<file path="src/strap_option_pkg.sv">
package strap_option_pkg;

	//------------------------------------------------------------
	// Structure
	//------------------------------------------------------------
	localparam int NUM_PAIRS  = 4;
	localparam int NUM_WIDE   = 2;
	localparam int WIDE_PAIR0 = 0;
	localparam int WIDE_PAIR1 = 3;
	localparam int RATE_W     = 2;
	localparam int SA_W       = 2;

	//------------------------------------------------------------
	// Timing
	//------------------------------------------------------------
	localparam int SETTLE_CYCLES = 10;
	localparam int CNT_W         = 4;

	//------------------------------------------------------------
	// Encodings and reset values
	//------------------------------------------------------------
	localparam logic [RATE_W-1:0] RATE_1G25    = 2'h0;
	localparam logic [RATE_W-1:0] RATE_2G5     = 2'h1;
	localparam logic [RATE_W-1:0] RATE_3G125   = 2'h2;
	localparam logic [RATE_W-1:0] RATE_ILLEGAL = 2'h3;
	localparam logic              MODE_WIDE    = 1'h0;
	localparam logic              MODE_NARROW  = 1'h1;
	localparam logic              PD_UP        = 1'h0;
	localparam logic              PD_DOWN      = 1'h1;
	localparam logic              ORDER_ABCD   = 1'h0;
	localparam logic [SA_W-1:0]   BOOT_LOW_DFLT = 2'h0;

	localparam logic              RST_MODE = MODE_NARROW;
	localparam logic [RATE_W-1:0] RST_RATE = RATE_3G125;
	localparam logic              RST_PD   = PD_DOWN;

	//------------------------------------------------------------
	// Carriers
	//------------------------------------------------------------
	typedef struct packed {
		logic [NUM_PAIRS-1:0] lane_mode;
		logic [RATE_W-1:0]    lane_rate;
		logic [NUM_PAIRS-1:0] pri_pd;
		logic [NUM_PAIRS-1:0] sec_pd;
		logic                 rx_reverse;
		logic                 tx_reverse;
		logic                 addr_width;
		logic [SA_W-1:0]      slave_low;
		logic                 boot_addr_sel;
		logic                 boot_disable;
	} strap_pins_t;

	localparam int STRAP_W = $bits(strap_pins_t);

	typedef struct packed {
		logic                 multi_byte;
		logic [SA_W-1:0]      slave_low;
		logic [SA_W-1:0]      boot_low;
		logic                 boot_enable;
	} eeprom_cfg_t;

	typedef enum logic [0:0] {
		ST_SETTLE,
		ST_HELD
	} capture_state_t;

endpackage

</file>
<file path="src/override_hold.sv">
`timescale 1ns/1ps
module override_hold
	import strap_option_pkg::*;
#(
	parameter int            W       = 1,
	parameter logic [W-1:0]  RST_VAL = '0
) (
	// Clock and reset
	input  wire logic         i_mclk,
	input  wire logic         i_rst,
	// Strap capture
	input  wire logic         i_load,
	input  wire logic [W-1:0] i_load_val,
	// Software field write
	input  wire logic         i_wr,
	input  wire logic [W-1:0] i_wr_val,
	// Held setting
	output logic      [W-1:0] o_q
);

	logic [W-1:0] hold_ff;
	logic [W-1:0] nxt_hold;

	// Software write wins over a coincident capture: it is the newer intent
	always_comb begin
		nxt_hold = hold_ff;
		if (i_wr) begin
			nxt_hold = i_wr_val;
		end else if (i_load) begin
			nxt_hold = i_load_val;
		end
	end

	always_ff @(posedge i_mclk or posedge i_rst) begin
		if (i_rst) begin
			hold_ff <= RST_VAL;
		end else begin
			hold_ff <= nxt_hold;
		end
	end

	assign o_q = hold_ff;

endmodule

</file>
<file path="src/strap_option_latch.sv">
`timescale 1ns/1ps
module strap_option_latch
	import strap_option_pkg::*;
(
	// Clock and reset
	input  wire logic                             i_mclk,
	input  wire logic                             i_rst,
	// Strap pins
	input  wire strap_pins_t                      i_straps,
	// Lane-mode field writes
	input  wire logic [NUM_PAIRS-1:0]             i_mac_lane_mode_wr,
	input  wire logic [NUM_PAIRS-1:0]             i_mac_lane_mode_field,
	// Port width override writes
	input  wire logic [NUM_PAIRS-1:0]             i_port_width_override_wr,
	input  wire logic [NUM_PAIRS-1:0]             i_port_width_override_field,
	// Lane rate field writes
	input  wire logic [NUM_PAIRS-1:0]             i_lane_rate_wr,
	input  wire logic [NUM_PAIRS-1:0][RATE_W-1:0] i_lane_rate_field,
	// Power-down field writes
	input  wire logic [NUM_PAIRS-1:0]             i_wide_port_powerdown_wr,
	input  wire logic [NUM_PAIRS-1:0]             i_wide_port_powerdown_field,
	input  wire logic [NUM_PAIRS-1:0]             i_narrow_port_powerdown_wr,
	input  wire logic [NUM_PAIRS-1:0]             i_narrow_port_powerdown_field,
	// Lane reverse field writes
	input  wire logic [NUM_WIDE-1:0]              i_rx_reverse_wr,
	input  wire logic [NUM_WIDE-1:0]              i_rx_reverse_field,
	input  wire logic [NUM_WIDE-1:0]              i_tx_reverse_wr,
	input  wire logic [NUM_WIDE-1:0]              i_tx_reverse_field,
	// Capture status
	output logic                                  o_config_valid,
	output logic                                  o_rate_strap_illegal,
	// Per-pair configuration
	output logic [NUM_PAIRS-1:0]                  o_pair_mode,
	output logic [NUM_PAIRS-1:0]                  o_port_width,
	output logic [NUM_PAIRS-1:0][RATE_W-1:0]      o_lane_rate,
	output logic [NUM_PAIRS-1:0]                  o_primary_pd,
	output logic [NUM_PAIRS-1:0]                  o_secondary_pd,
	output logic [NUM_PAIRS-1:0]                  o_pd_conflict,
	// Wide port lane order
	output logic [NUM_WIDE-1:0]                   o_rx_reverse,
	output logic [NUM_WIDE-1:0]                   o_tx_reverse,
	// EEPROM boot settings
	output eeprom_cfg_t                           o_eeprom_cfg,
	output logic                                  o_boot_load_req
);

	//------------------------------------------------------------
	// Decoding helpers
	//------------------------------------------------------------
	function automatic logic [SA_W-1:0] boot_low_bits(input logic sel, input logic [SA_W-1:0] sa);
		boot_low_bits = sel ? sa : BOOT_LOW_DFLT;
	endfunction

	function automatic logic second_pd(input logic pri, input logic sec);
		second_pd = (pri == PD_DOWN) ? PD_DOWN : sec;
	endfunction

	function automatic int wide_pair(input int idx);
		wide_pair = (idx == 0) ? WIDE_PAIR0 : WIDE_PAIR1;
	endfunction

	//------------------------------------------------------------
	// Pin synchronisation
	//------------------------------------------------------------
	logic [STRAP_W-1:0] strap_sync_bits;
	strap_pins_t        straps_s;

	strap_sync #(
		.W (STRAP_W)
	) u_sync (
		.i_mclk  (i_mclk),
		.i_rst   (i_rst),
		.i_async (i_straps),
		.o_sync  (strap_sync_bits)
	);

	assign straps_s = strap_pins_t'(strap_sync_bits);

	//------------------------------------------------------------
	// Capture sequencer
	//------------------------------------------------------------
	// Sampling at the last settle edge sees pins from two edges earlier,
	// still inside the window the board keeps steady.
	capture_state_t state_ff;
	capture_state_t nxt_state;
	logic [CNT_W-1:0] cnt_ff;
	logic [CNT_W-1:0] nxt_cnt;
	logic             load;

	localparam logic [CNT_W-1:0] CNT_LAST = CNT_W'(SETTLE_CYCLES - 1);
	localparam logic [CNT_W-1:0] CNT_ONE  = CNT_W'(1);

	always_comb begin
		nxt_state = state_ff;
		nxt_cnt   = cnt_ff;
		load      = 1'b0;
		case (state_ff)
			ST_SETTLE: begin
				if (cnt_ff == CNT_LAST) begin
					load      = 1'b1;
					nxt_state = ST_HELD;
				end else begin
					nxt_cnt = cnt_ff + CNT_ONE;
				end
			end
			ST_HELD: begin
				nxt_state = ST_HELD;
			end
			default: begin
				nxt_state = ST_SETTLE;
				nxt_cnt   = '0;
			end
		endcase
	end

	always_ff @(posedge i_mclk or posedge i_rst) begin
		if (i_rst) begin
			state_ff <= ST_SETTLE;
			cnt_ff   <= '0;
		end else begin
			state_ff <= nxt_state;
			cnt_ff   <= nxt_cnt;
		end
	end

	//------------------------------------------------------------
	// Per-pair holding registers
	//------------------------------------------------------------
	logic [NUM_PAIRS-1:0] sec_pd_strap;

	genvar gp;
	generate
		for (gp = 0; gp < NUM_PAIRS; gp++) begin : g_pair
			assign sec_pd_strap[gp] = second_pd(straps_s.pri_pd[gp], straps_s.sec_pd[gp]);

			// Mode and width seed from one strap but are written separately
			// Mode field takes over once written
			override_hold #(
				.W       (1),
				.RST_VAL (RST_MODE)
			) u_mode (
				.i_mclk     (i_mclk),
				.i_rst      (i_rst),
				.i_load     (load),
				.i_load_val (straps_s.lane_mode[gp]),
				.i_wr       (i_mac_lane_mode_wr[gp]),
				.i_wr_val   (i_mac_lane_mode_field[gp]),
				.o_q        (o_pair_mode[gp])
			);

			override_hold #(
				.W       (1),
				.RST_VAL (RST_MODE)
			) u_width (
				.i_mclk     (i_mclk),
				.i_rst      (i_rst),
				.i_load     (load),
				.i_load_val (straps_s.lane_mode[gp]),
				.i_wr       (i_port_width_override_wr[gp]),
				.i_wr_val   (i_port_width_override_field[gp]),
				.o_q        (o_port_width[gp])
			);

			override_hold #(
				.W       (RATE_W),
				.RST_VAL (RST_RATE)
			) u_rate (
				.i_mclk     (i_mclk),
				.i_rst      (i_rst),
				.i_load     (load),
				.i_load_val (straps_s.lane_rate),
				.i_wr       (i_lane_rate_wr[gp]),
				.i_wr_val   (i_lane_rate_field[gp]),
				.o_q        (o_lane_rate[gp])
			);

			override_hold #(
				.W       (1),
				.RST_VAL (RST_PD)
			) u_pri_pd (
				.i_mclk     (i_mclk),
				.i_rst      (i_rst),
				.i_load     (load),
				.i_load_val (straps_s.pri_pd[gp]),
				.i_wr       (i_wide_port_powerdown_wr[gp]),
				.i_wr_val   (i_wide_port_powerdown_field[gp]),
				.o_q        (o_primary_pd[gp])
			);

			override_hold #(
				.W       (1),
				.RST_VAL (RST_PD)
			) u_sec_pd (
				.i_mclk     (i_mclk),
				.i_rst      (i_rst),
				.i_load     (load),
				.i_load_val (sec_pd_strap[gp]),
				.i_wr       (i_narrow_port_powerdown_wr[gp]),
				.i_wr_val   (i_narrow_port_powerdown_field[gp]),
				.o_q        (o_secondary_pd[gp])
			);
		end
	endgenerate

	//------------------------------------------------------------
	// Wide port lane order
	//------------------------------------------------------------
	genvar gw;
	generate
		for (gw = 0; gw < NUM_WIDE; gw++) begin : g_wide
			// One strap per direction seeds both wide ports
			override_hold #(
				.W       (1),
				.RST_VAL (ORDER_ABCD)
			) u_rx_rev (
				.i_mclk     (i_mclk),
				.i_rst      (i_rst),
				.i_load     (load),
				.i_load_val (straps_s.rx_reverse),
				.i_wr       (i_rx_reverse_wr[gw]),
				.i_wr_val   (i_rx_reverse_field[gw]),
				.o_q        (o_rx_reverse[gw])
			);

			override_hold #(
				.W       (1),
				.RST_VAL (ORDER_ABCD)
			) u_tx_rev (
				.i_mclk     (i_mclk),
				.i_rst      (i_rst),
				.i_load     (load),
				.i_load_val (straps_s.tx_reverse),
				.i_wr       (i_tx_reverse_wr[gw]),
				.i_wr_val   (i_tx_reverse_field[gw]),
				.o_q        (o_tx_reverse[gw])
			);
		end
	endgenerate

	//------------------------------------------------------------
	// EEPROM boot settings and status
	//------------------------------------------------------------
	eeprom_cfg_t          eeprom_ff;
	eeprom_cfg_t          nxt_eeprom;
	logic                 valid_ff;
	logic                 nxt_valid;
	logic                 illegal_ff;
	logic                 nxt_illegal;
	logic                 boot_req_ff;
	logic                 nxt_boot_req;
	logic [NUM_PAIRS-1:0] conflict_ff;
	logic [NUM_PAIRS-1:0] nxt_conflict;

	always_comb begin
		nxt_eeprom   = eeprom_ff;
		nxt_valid    = valid_ff;
		nxt_illegal  = illegal_ff;
		nxt_boot_req = 1'b0;
		if (load) begin
			nxt_eeprom.multi_byte  = straps_s.addr_width;
			nxt_eeprom.slave_low   = straps_s.slave_low;
			nxt_eeprom.boot_low    = boot_low_bits(straps_s.boot_addr_sel,
				straps_s.slave_low);
			nxt_eeprom.boot_enable = ~straps_s.boot_disable;
			// Single-cycle request for the boot engine to latch
			nxt_boot_req           = ~straps_s.boot_disable;
			nxt_valid              = 1'b1;
			// Code 11 is kept and flagged so the board fault stays visible
			nxt_illegal            = (straps_s.lane_rate == RATE_ILLEGAL);
		end
		// Flags a 4x pair whose unused port is still powered up
		// Advisory only, one cycle behind the outputs; gates nothing
		for (int i = 0; i < NUM_PAIRS; i++) begin
			nxt_conflict[i] = valid_ff && (o_pair_mode[i] == MODE_WIDE)
				&& (o_secondary_pd[i] == PD_UP);
		end
	end

	always_ff @(posedge i_mclk or posedge i_rst) begin
		if (i_rst) begin
			eeprom_ff   <= '0;
			valid_ff    <= 1'b0;
			illegal_ff  <= 1'b0;
			boot_req_ff <= 1'b0;
			conflict_ff <= '0;
		end else begin
			eeprom_ff   <= nxt_eeprom;
			valid_ff    <= nxt_valid;
			illegal_ff  <= nxt_illegal;
			boot_req_ff <= nxt_boot_req;
			conflict_ff <= nxt_conflict;
		end
	end

	assign o_eeprom_cfg         = eeprom_ff;
	assign o_config_valid       = valid_ff;
	assign o_rate_strap_illegal = illegal_ff;
	assign o_boot_load_req      = boot_req_ff;
	assign o_pd_conflict        = conflict_ff;

endmodule

</file>
<file path="src/strap_sync.sv">
`timescale 1ns/1ps
module strap_sync
	import strap_option_pkg::*;
#(
	parameter int W = 1
) (
	// Clock and reset
	input  wire logic         i_mclk,
	input  wire logic         i_rst,
	// Pin side
	input  wire logic [W-1:0] i_async,
	// Core side
	output logic      [W-1:0] o_sync
);

	logic [W-1:0] meta_ff;
	logic [W-1:0] sync_ff;
	logic [W-1:0] nxt_meta;
	logic [W-1:0] nxt_sync;

	// First stage feeds only the second stage
	always_comb begin
		nxt_meta = i_async;
		nxt_sync = meta_ff;
	end

	always_ff @(posedge i_mclk or posedge i_rst) begin
		if (i_rst) begin
			meta_ff <= '0;
			sync_ff <= '0;
		end else begin
			meta_ff <= nxt_meta;
			sync_ff <= nxt_sync;
		end
	end

	assign o_sync = sync_ff;

endmodule
</file>
<file path="config.mk">
export PLATFORM = sky130hd
export DESIGN_NAME = strap_option_latch
export DESIGN_NICKNAME = d
export VERILOG_FILES = /design/src/strap_option_pkg.sv /design/src/override_hold.sv /design/src/strap_option_latch.sv /design/src/strap_sync.sv
export SDC_FILE = /design/constraint.sdc
export NUM_CORES = 1
export LEC_CHECK = 0
export BUFFER_PORTS_ARGS = -buffer_cell sky130_fd_sc_hd__buf_2
export CORE_MARGIN = 1.5
export CORE_UTILIZATION = 49
export DETAILED_ROUTE_END_ITERATION = 12
export HOLD_SLACK_MARGIN = 0.1
export PLACE_DENSITY = 0.79
export SLEW_MARGIN = 0
export SYNTH_ARGS = -nofsm -noshare
export SYNTH_HDL_FRONTEND = slang
export SYNTH_SLANG_ARGS = --single-unit
</file>
<file path="constraint.sdc">
create_clock -name i_mclk -period 2.7 [get_ports i_mclk]
set_clock_uncertainty 0.05 [all_clocks]
set_input_delay 0.135 -clock i_mclk [delete_from_list [all_inputs] [get_ports i_mclk]]
set_output_delay 0.135 -clock i_mclk [all_outputs]
set_load 0.005 [all_outputs]
</file>
==> results.txt, run 1 <==
----------------------------------------------------
[Critical path]
  Critical Setup Path Class ... reg -> reg
  Critical Path End Type ... flop
  Data arrival time at the worst-slack endpoint ... between 2 and 3 ns
  Crit path launch type ... flop
  Largest fanout on the critical path ... 19
  Number of cells traversed by the worst register-to-register path ... 7
  Reg2Reg Setup Slack ... around 0.28 ns
  CP required ... 2.94 ns

[Clock network]
  Post-cts sizing count ... 0
  Clk_lat worst skew ... 0.36 ns
  Clock sink total ... 88
  Max Buffers Root-to-Sink ... 2
  Clock tree from TritonCTS ... done
  Total CTS buffers ... 9
  Clock transition at path regs ... around 0.10 ns
  Total setup buffers inserted after CTS ... 0
  H-tree levels ... 3
  Hold bufs inserted after CTS ... 74
  Cell at the root of the clock tree ... clkbuf_8

[Routing]
  Routed wire length ... ~7300 um
  Routed via count divided by cell count ... between 4 and 5
  DR vias ... roughly 2,400
  Count of TritonRoute iterations in the first routing pass ... 4
  Mean routed wirelength per cell ... around 15 um
  Number of design-rule violations left by the first detailed-router iteration ... 113
  Total DRC errors in the routed layout ... 0
  Post-DRT Antenna Nets ... 0

[Floorplan]
  Die width ... roughly 85 um
  Initial core utilization ... 0.512
  Row count ... 29
  Core Region ... 6390 um2
  Die Height ... 84.7 um
  Total Die Area ... 7170 um2
  Number of top-level design ports ... 116

[Timing]
  Relative slew slack ... 0.624
  Peak clock frequency supported by timing ... between 0.4 and 0.5 GHz
  Setup repair after global routing missed its margin ... false
  Max-slew violation count ... 0
  Hold slack final ... around 0.29 ns
  Final critical-path share of the clock period ... 0.895
  Final TNS setup ... 0 ns
  Post-layout min period ... between 2 and 2.5 ns
  Transition time of the tightest slew-check pin ... between 0.5 and 0.6 ns
  Final-report hold violation count ... 0
  Total setup violations reported at the end of the flow ... 0

[Synthesis]
  Synthesis-stage register bit count ... 88
  XOR/XNOR Fraction of Synth Area ... 0.00803
  Multiplexer share of the synthesized area ... 0.0765
  Fraction of the mapped netlist area in adder cells ... 0.00765
  Total nets after synthesis ... 319
  Main combinational cell family by area after synthesis ... simple AND/OR/NAND/NOR gates
  Mapped cell area ... around 3300 um2
  Post-synthesis compound-gate area fraction ... 0.0562
  Avg Synthesized Cell Area ... ~14 um2
  Number of instances in the synthesized netlist ... between 200 and 250
  Simple logic cell fraction of the synthesized area ... 0.0987
  Part of the Yosys area used for sequential elements ... 0.681
  Yosys synthesis warning count ... 0
  Number of distinct standard cells referenced by the synthesized netlist ... 26

[Cells and area]
  Area of all sequential standard cells ... ~2200 um2
  Number of fill cells ... between 400 and 500
  Share of post-route cells with drive strength above 1 ... 0.394
  Final cell utilization of the core ... 0.738
  Nets@finish ... between 400 and 500
  Leading cell types in the layout, fill and taps excluded ... buf_2 (115), dlygate4sd3_1 (74), dfrtp_1 (68), nand2_1 (43), mux2i_1 (25)
  Number of antenna repair diodes ... 0
  Footprint of the multi-input gates ... 813 um2
  Commonest non-fill, non-tap cell in the layout ... buf_2
  Fin cells ... 503
  Signed area change from the synthesized netlist to the final layout ... 44.1%

[Global route]
  Largest net degree at the start of global routing ... 33
  Antenna violations before repair ... 0
  Grt total ovfl ... 0
  Global-route wire length before repair ... ~12,000 um
  Vias in the first global route ... 2,624
  Tot GR Track Use ... 0.222

[Power and ir drop]
  Design internal power ... approximately 2.1 mW
  Power density normalized to cell area ... roughly 580 nW/um2
  Sequential Power Share ... 0.538
  Switching share of total power ... 0.235
  Cell leakage power ... roughly 2.3 nW
  Peak supply drop ... ~0.37 mV
  Final total power ... roughly 2.7 mW
  Share of power burned in the clock network ... 0.345
  Sw power ... between 600 and 700 uW
  Combinational share of power ... 0.117

[Placement]
  HPWL after detailed placement ... ~4300 um
  Count of buffers from port buffering ... ~120
  Total placed cells including tap cells ... roughly 410
  GP Congestion ... between 0.7 and 0.8

[Outcome]
  Run status ... completed

[Min path]
  Min-Delay Path Depth ... 0
  Hold WC Path Type ... reg -> reg

[Flow run]
  Max Cap Viol ... 0

----------------------------------------------------
==> registers in the layout, indices dropped and copies added (netlist names) <==
register	flops
cnt_ff	4
g_pair.u_mode.o_q	4
g_pair.u_pri_pd.o_q	4
g_pair.u_rate.o_q	8
g_pair.u_sec_pd.o_q	4
g_pair.u_width.o_q	4
g_wide.u_rx_rev.o_q	2
g_wide.u_tx_rev.o_q	2
o_boot_load_req	1
o_config_valid	1
o_eeprom_cfg	6
o_pd_conflict	4
o_rate_strap_illegal	1
state_ff	1
u_sync.meta_ff	21
u_sync.o_sync	21
==> metrics by stage <==
stage / cell area [um2] / setup slack [ns]
2_1_floorplan: 3270 / 0.270
3_3_place_gp: 3760 / 0.957
3_5_place_dp: 3760 / 0.846
4_1_cts: 4710 / 0.344
5_1_grt: 4710 / 0.112
6_report: 4710 / 0.283
==> cells in the mapped netlist <==
library cell / number / area [um2]
nand3_1: 3 / 15.0
buf_4: 21 / 158
a31oi_1: 1 / 6.26
nand2_1: 43 / 161
nand4b_1: 1 / 8.76
nor3_2: 4 / 40.0
nand2b_1: 1 / 6.26
dfrtp_1: 68 / 1700
xor2_1: 1 / 8.76
nand4bb_1: 1 / 11.3
buf_6: 2 / 22.5
nor2_1: 4 / 15.0
and4bb_4: 1 / 16.3
mux2i_1: 25 / 250
a21o_1: 1 / 7.51
xnor2_1: 2 / 17.5
nor3b_1: 4 / 30.0
ha_1: 2 / 25.0
o21ai_1: 16 / 80.1
o31ai_2: 4 / 50.1
nor2b_1: 1 / 6.26
nor2_2: 2 / 12.5
buf_12: 2 / 40.0
o21ai_0: 8 / 40.0
dfstp_2: 20 / 526
inv_1: 4 / 15.0
==> power by group through the flow <==
stage / Combinational, mW / Clock [mW] / Sequential [mW]
detailed placement: 0.212 / 0 / 1.49
floorplan: 0.117 / 0 / 1.48
CTS: 0.314 / 0.961 / 1.46
global route: 0.353 / 1.02 / 1.47
global placement: 0.205 / 0 / 1.48
finish: 0.319 / 0.937 / 1.46
==> worst max-delay path, stage by stage, from the launching register on <==
cell and delay (ns):
dfrtp_1 0.40, inv_1 0.08, ha_1 0.20, nand4bb_2 0.37
buf_4 0.38, mux2i_1 0.15, o21ai_0 0.15, dlygate4sd3_1 0.58
==> final cells by class <==
class                      instances  share of cell area
inverter                           4             0.00345
sequential                        88               0.473
clock buffer                      10              0.0292
timing repair buffer             193               0.286
tap                               77              0.0204
clock inverter                     6              0.0159
multi-input combinational        125               0.173
==> path summary, 6_finish.rpt <==
| path | startpoint | to |
|---|---|---|
| min in group asynchronous | i_rst | g_wide[0].u_rx_rev.o_q |
| worst max register to register | cnt_ff[1] | g_pair[3].u_mode.o_q |
| worst min register to register | u_sync.meta_ff[13] | u_sync.o_sync[13] |
| max in group asynchronous | i_rst | g_pair[0].u_sec_pd.o_q |
| worst max-delay path | cnt_ff[1] | g_pair[3].u_mode.o_q |
| worst min-delay path | u_sync.meta_ff[13] | u_sync.o_sync[13] |
==> layer usage <==
metal,track usage,part of all wire,vias to the layer above
met5,0,0,-
met4,0.0880,0.021,0
met3,0.0570,0.055,14
met2,0.396,0.53,92
met1,0.254,0.40,1158
li1,-,-,1151
==> kinds of logic (layout without fill, tap and decap cells) <==
kind of cell | Yosys count | in the layout
flops | 88 | 88
simple gates | 65 | 65
compound gates | 30 | 30
buf+inv | 29 | 213
mux | 25 | 25
xor+xnor | 3 | 3
fa+ha+maj | 2 | 2
Power figures use the tool's default switching activity.
==> run 2, diff against run 1 <==
--- a/config.mk
+++ b/config.mk
@@ -6,11 +6,13 @@
 export NUM_CORES = 1
 export LEC_CHECK = 0
 export BUFFER_PORTS_ARGS = -buffer_cell sky130_fd_sc_hd__buf_2
+export CELL_PAD_IN_SITES_DETAIL_PLACEMENT = 1
+export CELL_PAD_IN_SITES_GLOBAL_PLACEMENT = 2
 export CORE_MARGIN = 1.5
-export CORE_UTILIZATION = 49
+export CORE_UTILIZATION = 31
 export DETAILED_ROUTE_END_ITERATION = 12
 export HOLD_SLACK_MARGIN = 0.1
-export PLACE_DENSITY = 0.79
+export PLACE_DENSITY_LB_ADDON = 0.1
 export SLEW_MARGIN = 0
 export SYNTH_ARGS = -nofsm -noshare
 export SYNTH_HDL_FRONTEND = slang
==> results.txt, run 2 (synthesis results as in run 1) <==
----------------------------------------------------
[Outcome]
  Run status ... completed

[Clock network]
  Cell at the root of the clock tree ... clkbuf_8
  Clk_lat worst skew ... 0.35 ns (about the same)
  Total setup buffers inserted after CTS ... 0 (unchanged)
  Total CTS buffers ... 9 (unchanged)
  Clock transition at path regs ... 0.09 ns (about the same)
  Clock sink total ... 88 (unchanged)
  Clock tree from TritonCTS ... done
  H-tree levels ... 3 (unchanged)
  Max Buffers Root-to-Sink ... 2 (unchanged)

[Critical path]
  Reg2Reg Setup Slack ... 0.43 ns (+0.14 ns)
  Number of cells traversed by the worst register-to-register path ... 6 (-1)
  End of the worst register-to-register path ... g_wide[0].u_tx_rev.o_q
  R2r startpoint ... cnt_ff[1]
  Data arrival time at the worst-slack endpoint ... 2.46 ns (-0.19 ns)
  Crit path launch type ... flop
  Critical Path End Type ... flop
  Largest fanout on the critical path ... 21 (+2)
  Critical Setup Path Class ... reg -> reg
  CP required ... 2.88 ns (-0.06 ns)

[Timing]
  Relative slew slack ... 0.512 (-0.112)
  Final TNS setup ... 0 ns (unchanged)
  Final WS setup ... 0.427 ns (+0.143 ns)
  Transition time of the tightest slew-check pin ... 0.731 ns (+0.167 ns)
  Max-slew violation count ... 0 (unchanged)
  Setup repair after global routing missed its margin ... false
  Total setup violations reported at the end of the flow ... 0 (unchanged)
  Final-report hold violation count ... 0 (unchanged)
  Final critical-path share of the clock period ... 0.842 (-0.0531)
  Post-layout min period ... 2.27 ns (-0.143 ns)
  Peak clock frequency supported by timing ... 0.440 GHz (+6.3%)
  Hold slack final ... 0.299 ns (+0.0127 ns)

[Cells and area]
  Fin cells ... 561 (+12%)
  Layout Cell Area excl Fill ... 4800 um2 (+2.0%)
  Footprint of the multi-input gates ... 813 um2 (unchanged)
  Number of antenna repair diodes ... 0 (unchanged)
  Commonest non-fill, non-tap cell in the layout ... buf_2
  Final cell utilization of the core ... 0.467 (-0.270)
  Signed area change from the synthesized netlist to the final layout ... 46.9%
  Area of all sequential standard cells ... 2230 um2 (unchanged)
  Leading cell types in the layout, fill and taps excluded ... buf_2 (115), dlygate4sd3_1 (74), dfrtp_1 (68), nand2_1 (43), mux2i_1 (25)
  Nets@finish ... 497 (-0.20%)
  Share of post-route cells with drive strength above 1 ... 0.393 (-0.00143)
  Number of fill cells ... 1,129 (+160%)

[Power and ir drop]
  Final total power ... 2.78 mW (+2.5%)
  Cell leakage power ... 2.31 nW (+0.20%)
  Peak supply drop ... 0.262 mV (-29%)
  Power density normalized to cell area ... 579 nW/um2 (+0.50%)

[Global route]
  Global-route wire length before repair ... 12,400 um (+1.7%)
  Grt total ovfl ... 0 (unchanged)
  Vias in the first global route ... 2,552 (-2.7%)
  Antenna violations before repair ... 0 (unchanged)
  Largest net degree at the start of global routing ... 48 (+45%)
  Tot GR Track Use ... 0.142 (-0.0793)

[Min path]
  Hold WC Path Type ... reg -> reg
  Endpoint of the worst hold-timing path ... u_sync.o_sync[11]
  Min-Delay Path Depth ... 0 (unchanged)
  Min-Delay Startpoint ... u_sync.meta_ff[11]

[Placement]
  Placed cell areas ... 3840 um2 (+2.1%)
  GP Congestion ... 0.703 (-8.9%)
  Count of buffers from port buffering ... 115 (unchanged)
  Total placed cells including tap cells ... 471 (+14%)
  HPWL after detailed placement ... 4890 um (+15%)
  Placement-stage worst setup slack ... 0.982 ns (+0.136 ns)

[Flow run]
  Max Cap Viol ... 0 (unchanged)

[Floorplan]
  Initial core utilization ... 0.318 (-0.194)
  Core Region ... 10,300 um2 (+61%)
  Die width ... 106 um (+25%)
  Total Die Area ... 11,200 um2 (+56%)
  Number of top-level design ports ... 116 (unchanged)
  Row count ... 37 (+28%)
  Die Height ... 106 um (+25%)

[Routing]
  Routed via count divided by cell count ... 4.22 (-12%)
  Number of design-rule violations left by the first detailed-router iteration ... 68 (-40%)
  Post-DRT Antenna Nets ... 0 (unchanged)
  DR vias ... 2,370 (-1.9%)
  Count of TritonRoute iterations in the first routing pass ... 3 (-1)
  Routed wire length ... 7440 um (+1.7%)
  Total DRC errors in the routed layout ... 0 (unchanged)
  Mean routed wirelength per cell ... 13.3 um (-8.8%)

----------------------------------------------------
[run 2: cell count changes in the layout (fill, tap and decap cells not counted), sizes merged]
cell    previous run  this run
clkbuf            10         9
bufinv             1         2
buf              119       118
[run 2: cell type report]
class                      instances  area share
timing repair buffer             192       0.281
inverter                           4     0.00339
multi-input combinational        125       0.169
clock inverter                     7      0.0214
clock buffer                       9      0.0258
tap                              136      0.0354
sequential                        88       0.464
[run 2: worst max-delay path by stage]
stage                         start                      to  slack, ns  depth (start not counted)
after floorplan               i_rst               cnt_ff[0]       0.27                          1
after global placement    cnt_ff[1]  g_wide[0].u_rx_rev.o_q       1.05                          5
after detailed placement  cnt_ff[1]    g_pair[2].u_mode.o_q       0.98                          5
after CTS                 cnt_ff[1]    g_pair[2].u_mode.o_q       0.44                          6
after global routing      cnt_ff[1]  g_wide[0].u_tx_rev.o_q       0.30                          6
final                     cnt_ff[1]  g_wide[0].u_tx_rev.o_q       0.43                          6
[run 2: routing by layer]
layer / vias to the layer above / GRT usage / part of all wire
met4: 0 / 0.0434 / 0.012
met2: 72 / 0.230 / 0.48
met5: - / 0 / 0
met1: 1147 / 0.183 / 0.45
met3: 9 / 0.0439 / 0.065
li1: 1142 / - / -
[run 2: power by group]
part           internal (mW)  leakage (nW)  total [mW]  switching (mW)
clock network          0.531         0.110        1.01           0.480
logic                  0.193          1.19       0.310           0.117
registers               1.42          1.01        1.46          0.0445
total                   2.14          2.31        2.78           0.642
[run 2: what timing repair did]
| action | in CTS | in global routing |
|---|---|---|
| hold endpoints to repair | 76 | 0 |
| hold buffers | 74 | 0 |
| resized for setup | 0 | 0 |
[run 2: critical path: stages (launching register included)]
cell           delay (ns)
dfrtp_1              0.41
inv_1                0.09
ha_1                 0.20
and4bb_4             0.53
mux2i_1              0.25
o21ai_1              0.07
dlygate4sd3_1        0.55
==> run 3, diff against run 2 <==
==> constraint.sdc (replaced) <==
create_clock -name i_mclk -period 2.33 [get_ports i_mclk]
set_clock_uncertainty 0.05 [all_clocks]
set_input_delay 0.1165 -clock i_mclk [delete_from_list [all_inputs] [get_ports i_mclk]]
set_output_delay 0.1165 -clock i_mclk [all_outputs]
set_load 0.005 [all_outputs]
==> results.txt, run 3 (synthesis results as in run 1) <==
----------------------------------------------------
[Cells and area]
  Leading cell types in the layout, fill and taps excluded ... buf_2 (115), dlygate4sd3_1 (74), dfrtp_1 (68), nand2_1 (43), mux2i_1 (25)
  Signed area change from the synthesized netlist to the final layout ... 48.4%
  Commonest non-fill, non-tap cell in the layout ... buf_2
  Final cell utilization of the core ... 0.472 (+0.00475)
  Fin cells ... 563 (+0.36%)
  Nets@finish ... 499 (+0.40%)
  Share of post-route cells with drive strength above 1 ... 0.393 (+0.000501)
  Number of antenna repair diodes ... 0 (unchanged)
  Layout Cell Area excl Fill ... 4850 um2 (+1.0%)

[Global route]
  Grt total ovfl ... 0 (unchanged)
  Largest net degree at the start of global routing ... 51 (+6.3%)
  Tot GR Track Use ... 0.152 (+0.00971)
  Global-route wire length before repair ... 13,000 um (+5.1%)
  Antenna violations before repair ... 0 (unchanged)
  Vias in the first global route ... 2,660 (+4.2%)

[Power and ir drop]
  Cell leakage power ... 2.32 nW (+0.75%)
  Peak supply drop ... 0.310 mV (+19%)
  Power density normalized to cell area ... 691 nW/um2 (+19%)
  Final total power ... 3.35 mW (+21%)

[Placement]
  Placement-stage worst setup slack ... 0.497 ns (-0.485 ns)
  Total placed cells including tap cells ... 472 (+0.21%)
  HPWL after detailed placement ... 4960 um (+1.5%)
  Placed cell areas ... 3830 um2 (about the same)
  GP Congestion ... 0.725 (+3.2%)
  Count of buffers from port buffering ... 115 (unchanged)

[Clock network]
  Max Buffers Root-to-Sink ... 2 (unchanged)
  Cell at the root of the clock tree ... clkbuf_8
  Total setup buffers inserted after CTS ... 0 (unchanged)
  Clk_lat worst skew ... 0.35 ns (about the same)
  Total CTS buffers ... 9 (unchanged)
  Clock tree from TritonCTS ... done
  H-tree levels ... 3 (unchanged)
  Clock transition at path regs ... 0.09 ns (about the same)
  Clock sink total ... 88 (unchanged)

[Critical path]
  Slowest cell on crit path ... dlygate4sd3_1
  Number of cells traversed by the worst register-to-register path ... 6 (unchanged)
  Largest fanout on the critical path ... 11 (-48%)
  Buffer and inverter count on the worst path ... 2 (unchanged)
  End of the worst register-to-register path ... g_wide[0].u_rx_rev.o_q
  Reg2Reg Setup Slack ... 0.12 ns (-0.30 ns)
  Kind of cell with the highest combined delay on the critical path ... buffers and inverters
  Data arrival time at the worst-slack endpoint ... 2.40 ns (-0.06 ns)
  Crit path launch type ... flop
  Cell-by-cell trace of the critical path ... inv_1 -> ha_1 -> and4bb_4 -> mux2i_1 -> o21ai_1 -> dlygate4sd3_1
  Number of logic stages on the critical path including buffering ... 6 (unchanged)
  R2r startpoint ... cnt_ff[1]
  Worst setup path startpoint ... cnt_ff[1]
  CP required ... 2.52 ns (-0.36 ns)
  Critical Path End Type ... flop
  Critical Setup Path Class ... reg -> reg
  Largest stage delay, worst path ... 0.55 ns (about the same)
  Setup crit end ... g_wide[0].u_rx_rev.o_q

[Floorplan]
  Number of top-level design ports ... 116 (unchanged)
  Die Height ... 106 um (unchanged)
  Row count ... 37 (unchanged)
  Die width ... 106 um (unchanged)
  Total Die Area ... 11,200 um2 (unchanged)
  Core Region ... 10,300 um2 (unchanged)
  Initial core utilization ... 0.318 (unchanged)

[Routing]
  DR vias ... 2,384 (+0.59%)
  Routed wire length ... 7850 um (+5.6%)
  Mean routed wirelength per cell ... 13.9 um (+5.2%)
  Routed via count divided by cell count ... 4.23 (+0.23%)
  Routed length on met1 ... 3550 um (+7.1%)
  Post-DRT Antenna Nets ... 0 (unchanged)
  Count of TritonRoute iterations in the first routing pass ... 4 (+1)
  Met3 Routed Length ... 359 um (-25%)
  Total DRC errors in the routed layout ... 0 (unchanged)
  Routed length on met2 ... 3820 um (+7.3%)
  Number of design-rule violations left by the first detailed-router iteration ... 91 (+34%)
  Top routing layer in use ... met4

[Timing]
  Post-layout min period ... 2.21 ns (-0.0655 ns)
  Relative slew slack ... 0.581 (+0.0686)
  Peak clock frequency supported by timing ... 0.453 GHz (+3.0%)
  Final TNS setup ... 0 ns (unchanged)
  Total setup violations reported at the end of the flow ... 0 (unchanged)
  Hold slack final ... 0.295 ns (-0.00350 ns)
  Transition time of the tightest slew-check pin ... 0.629 ns (-0.102 ns)
  Max-slew violation count ... 0 (unchanged)
  Final-report hold violation count ... 0 (unchanged)
  Final critical-path share of the clock period ... 0.948 (+0.106)
  Setup repair after global routing missed its margin ... false
  Final WS setup ... 0.122 ns (-0.305 ns)

[Min path]
  Hold WC Path Type ... reg -> reg

[Outcome]
  Run status ... completed

[Flow run]
  Max Cap Viol ... 0 (unchanged)

----------------------------------------------------
[run 3: layer usage]
metal,vias up,global-route usage
li1,1147,-
met1,1150,0.191
met2,75,0.253
met3,12,0.0334
met4,0,0.0637
met5,-,0
[run 3: final cells by class]
type                    count  area, um2
inverters                   4       18.8
flip-flops and latches     88       2230
fillers                  1112       5420
multi-input cells         126        837
well taps                 136        170
repair buffers            193       1350
clock buffers              12        155
clock inverters             4       98.8
[run 3: where the power goes]
part / internal (mW) / switching (mW) / total [mW] / leakage, nW
sequential: 1.64 / 0.0499 / 1.69 / 1.01
clock: 0.776 / 0.529 / 1.30 / 0.127
combinational: 0.217 / 0.140 / 0.357 / 1.19
total: 2.64 / 0.718 / 3.35 / 2.32
[run 3: how the worst min path moves through the flow]
stage	slack [ns]	endpoint	from	cells after the start
4_1_cts	0.30	u_sync.o_sync[17]	u_sync.meta_ff[17]	0
3_3_place_gp	0.17	u_sync.meta_ff[2]	i_straps[2]	1
5_1_grt	0.31	u_sync.o_sync[6]	u_sync.meta_ff[6]	0
3_5_place_dp	0.18	u_sync.meta_ff[4]	i_straps[4]	1
6_report	0.30	u_sync.o_sync[17]	u_sync.meta_ff[17]	0
2_1_floorplan	0.1	u_sync.meta_ff[0]	i_straps[0]	0
[run 3: repair_timing]
action                                  in CTS  in global routing
hold buffers                                74                  0
resized for setup                            0                  1
endpoints found under the setup margin       0                  7
endpoints found under the hold margin      117                  0
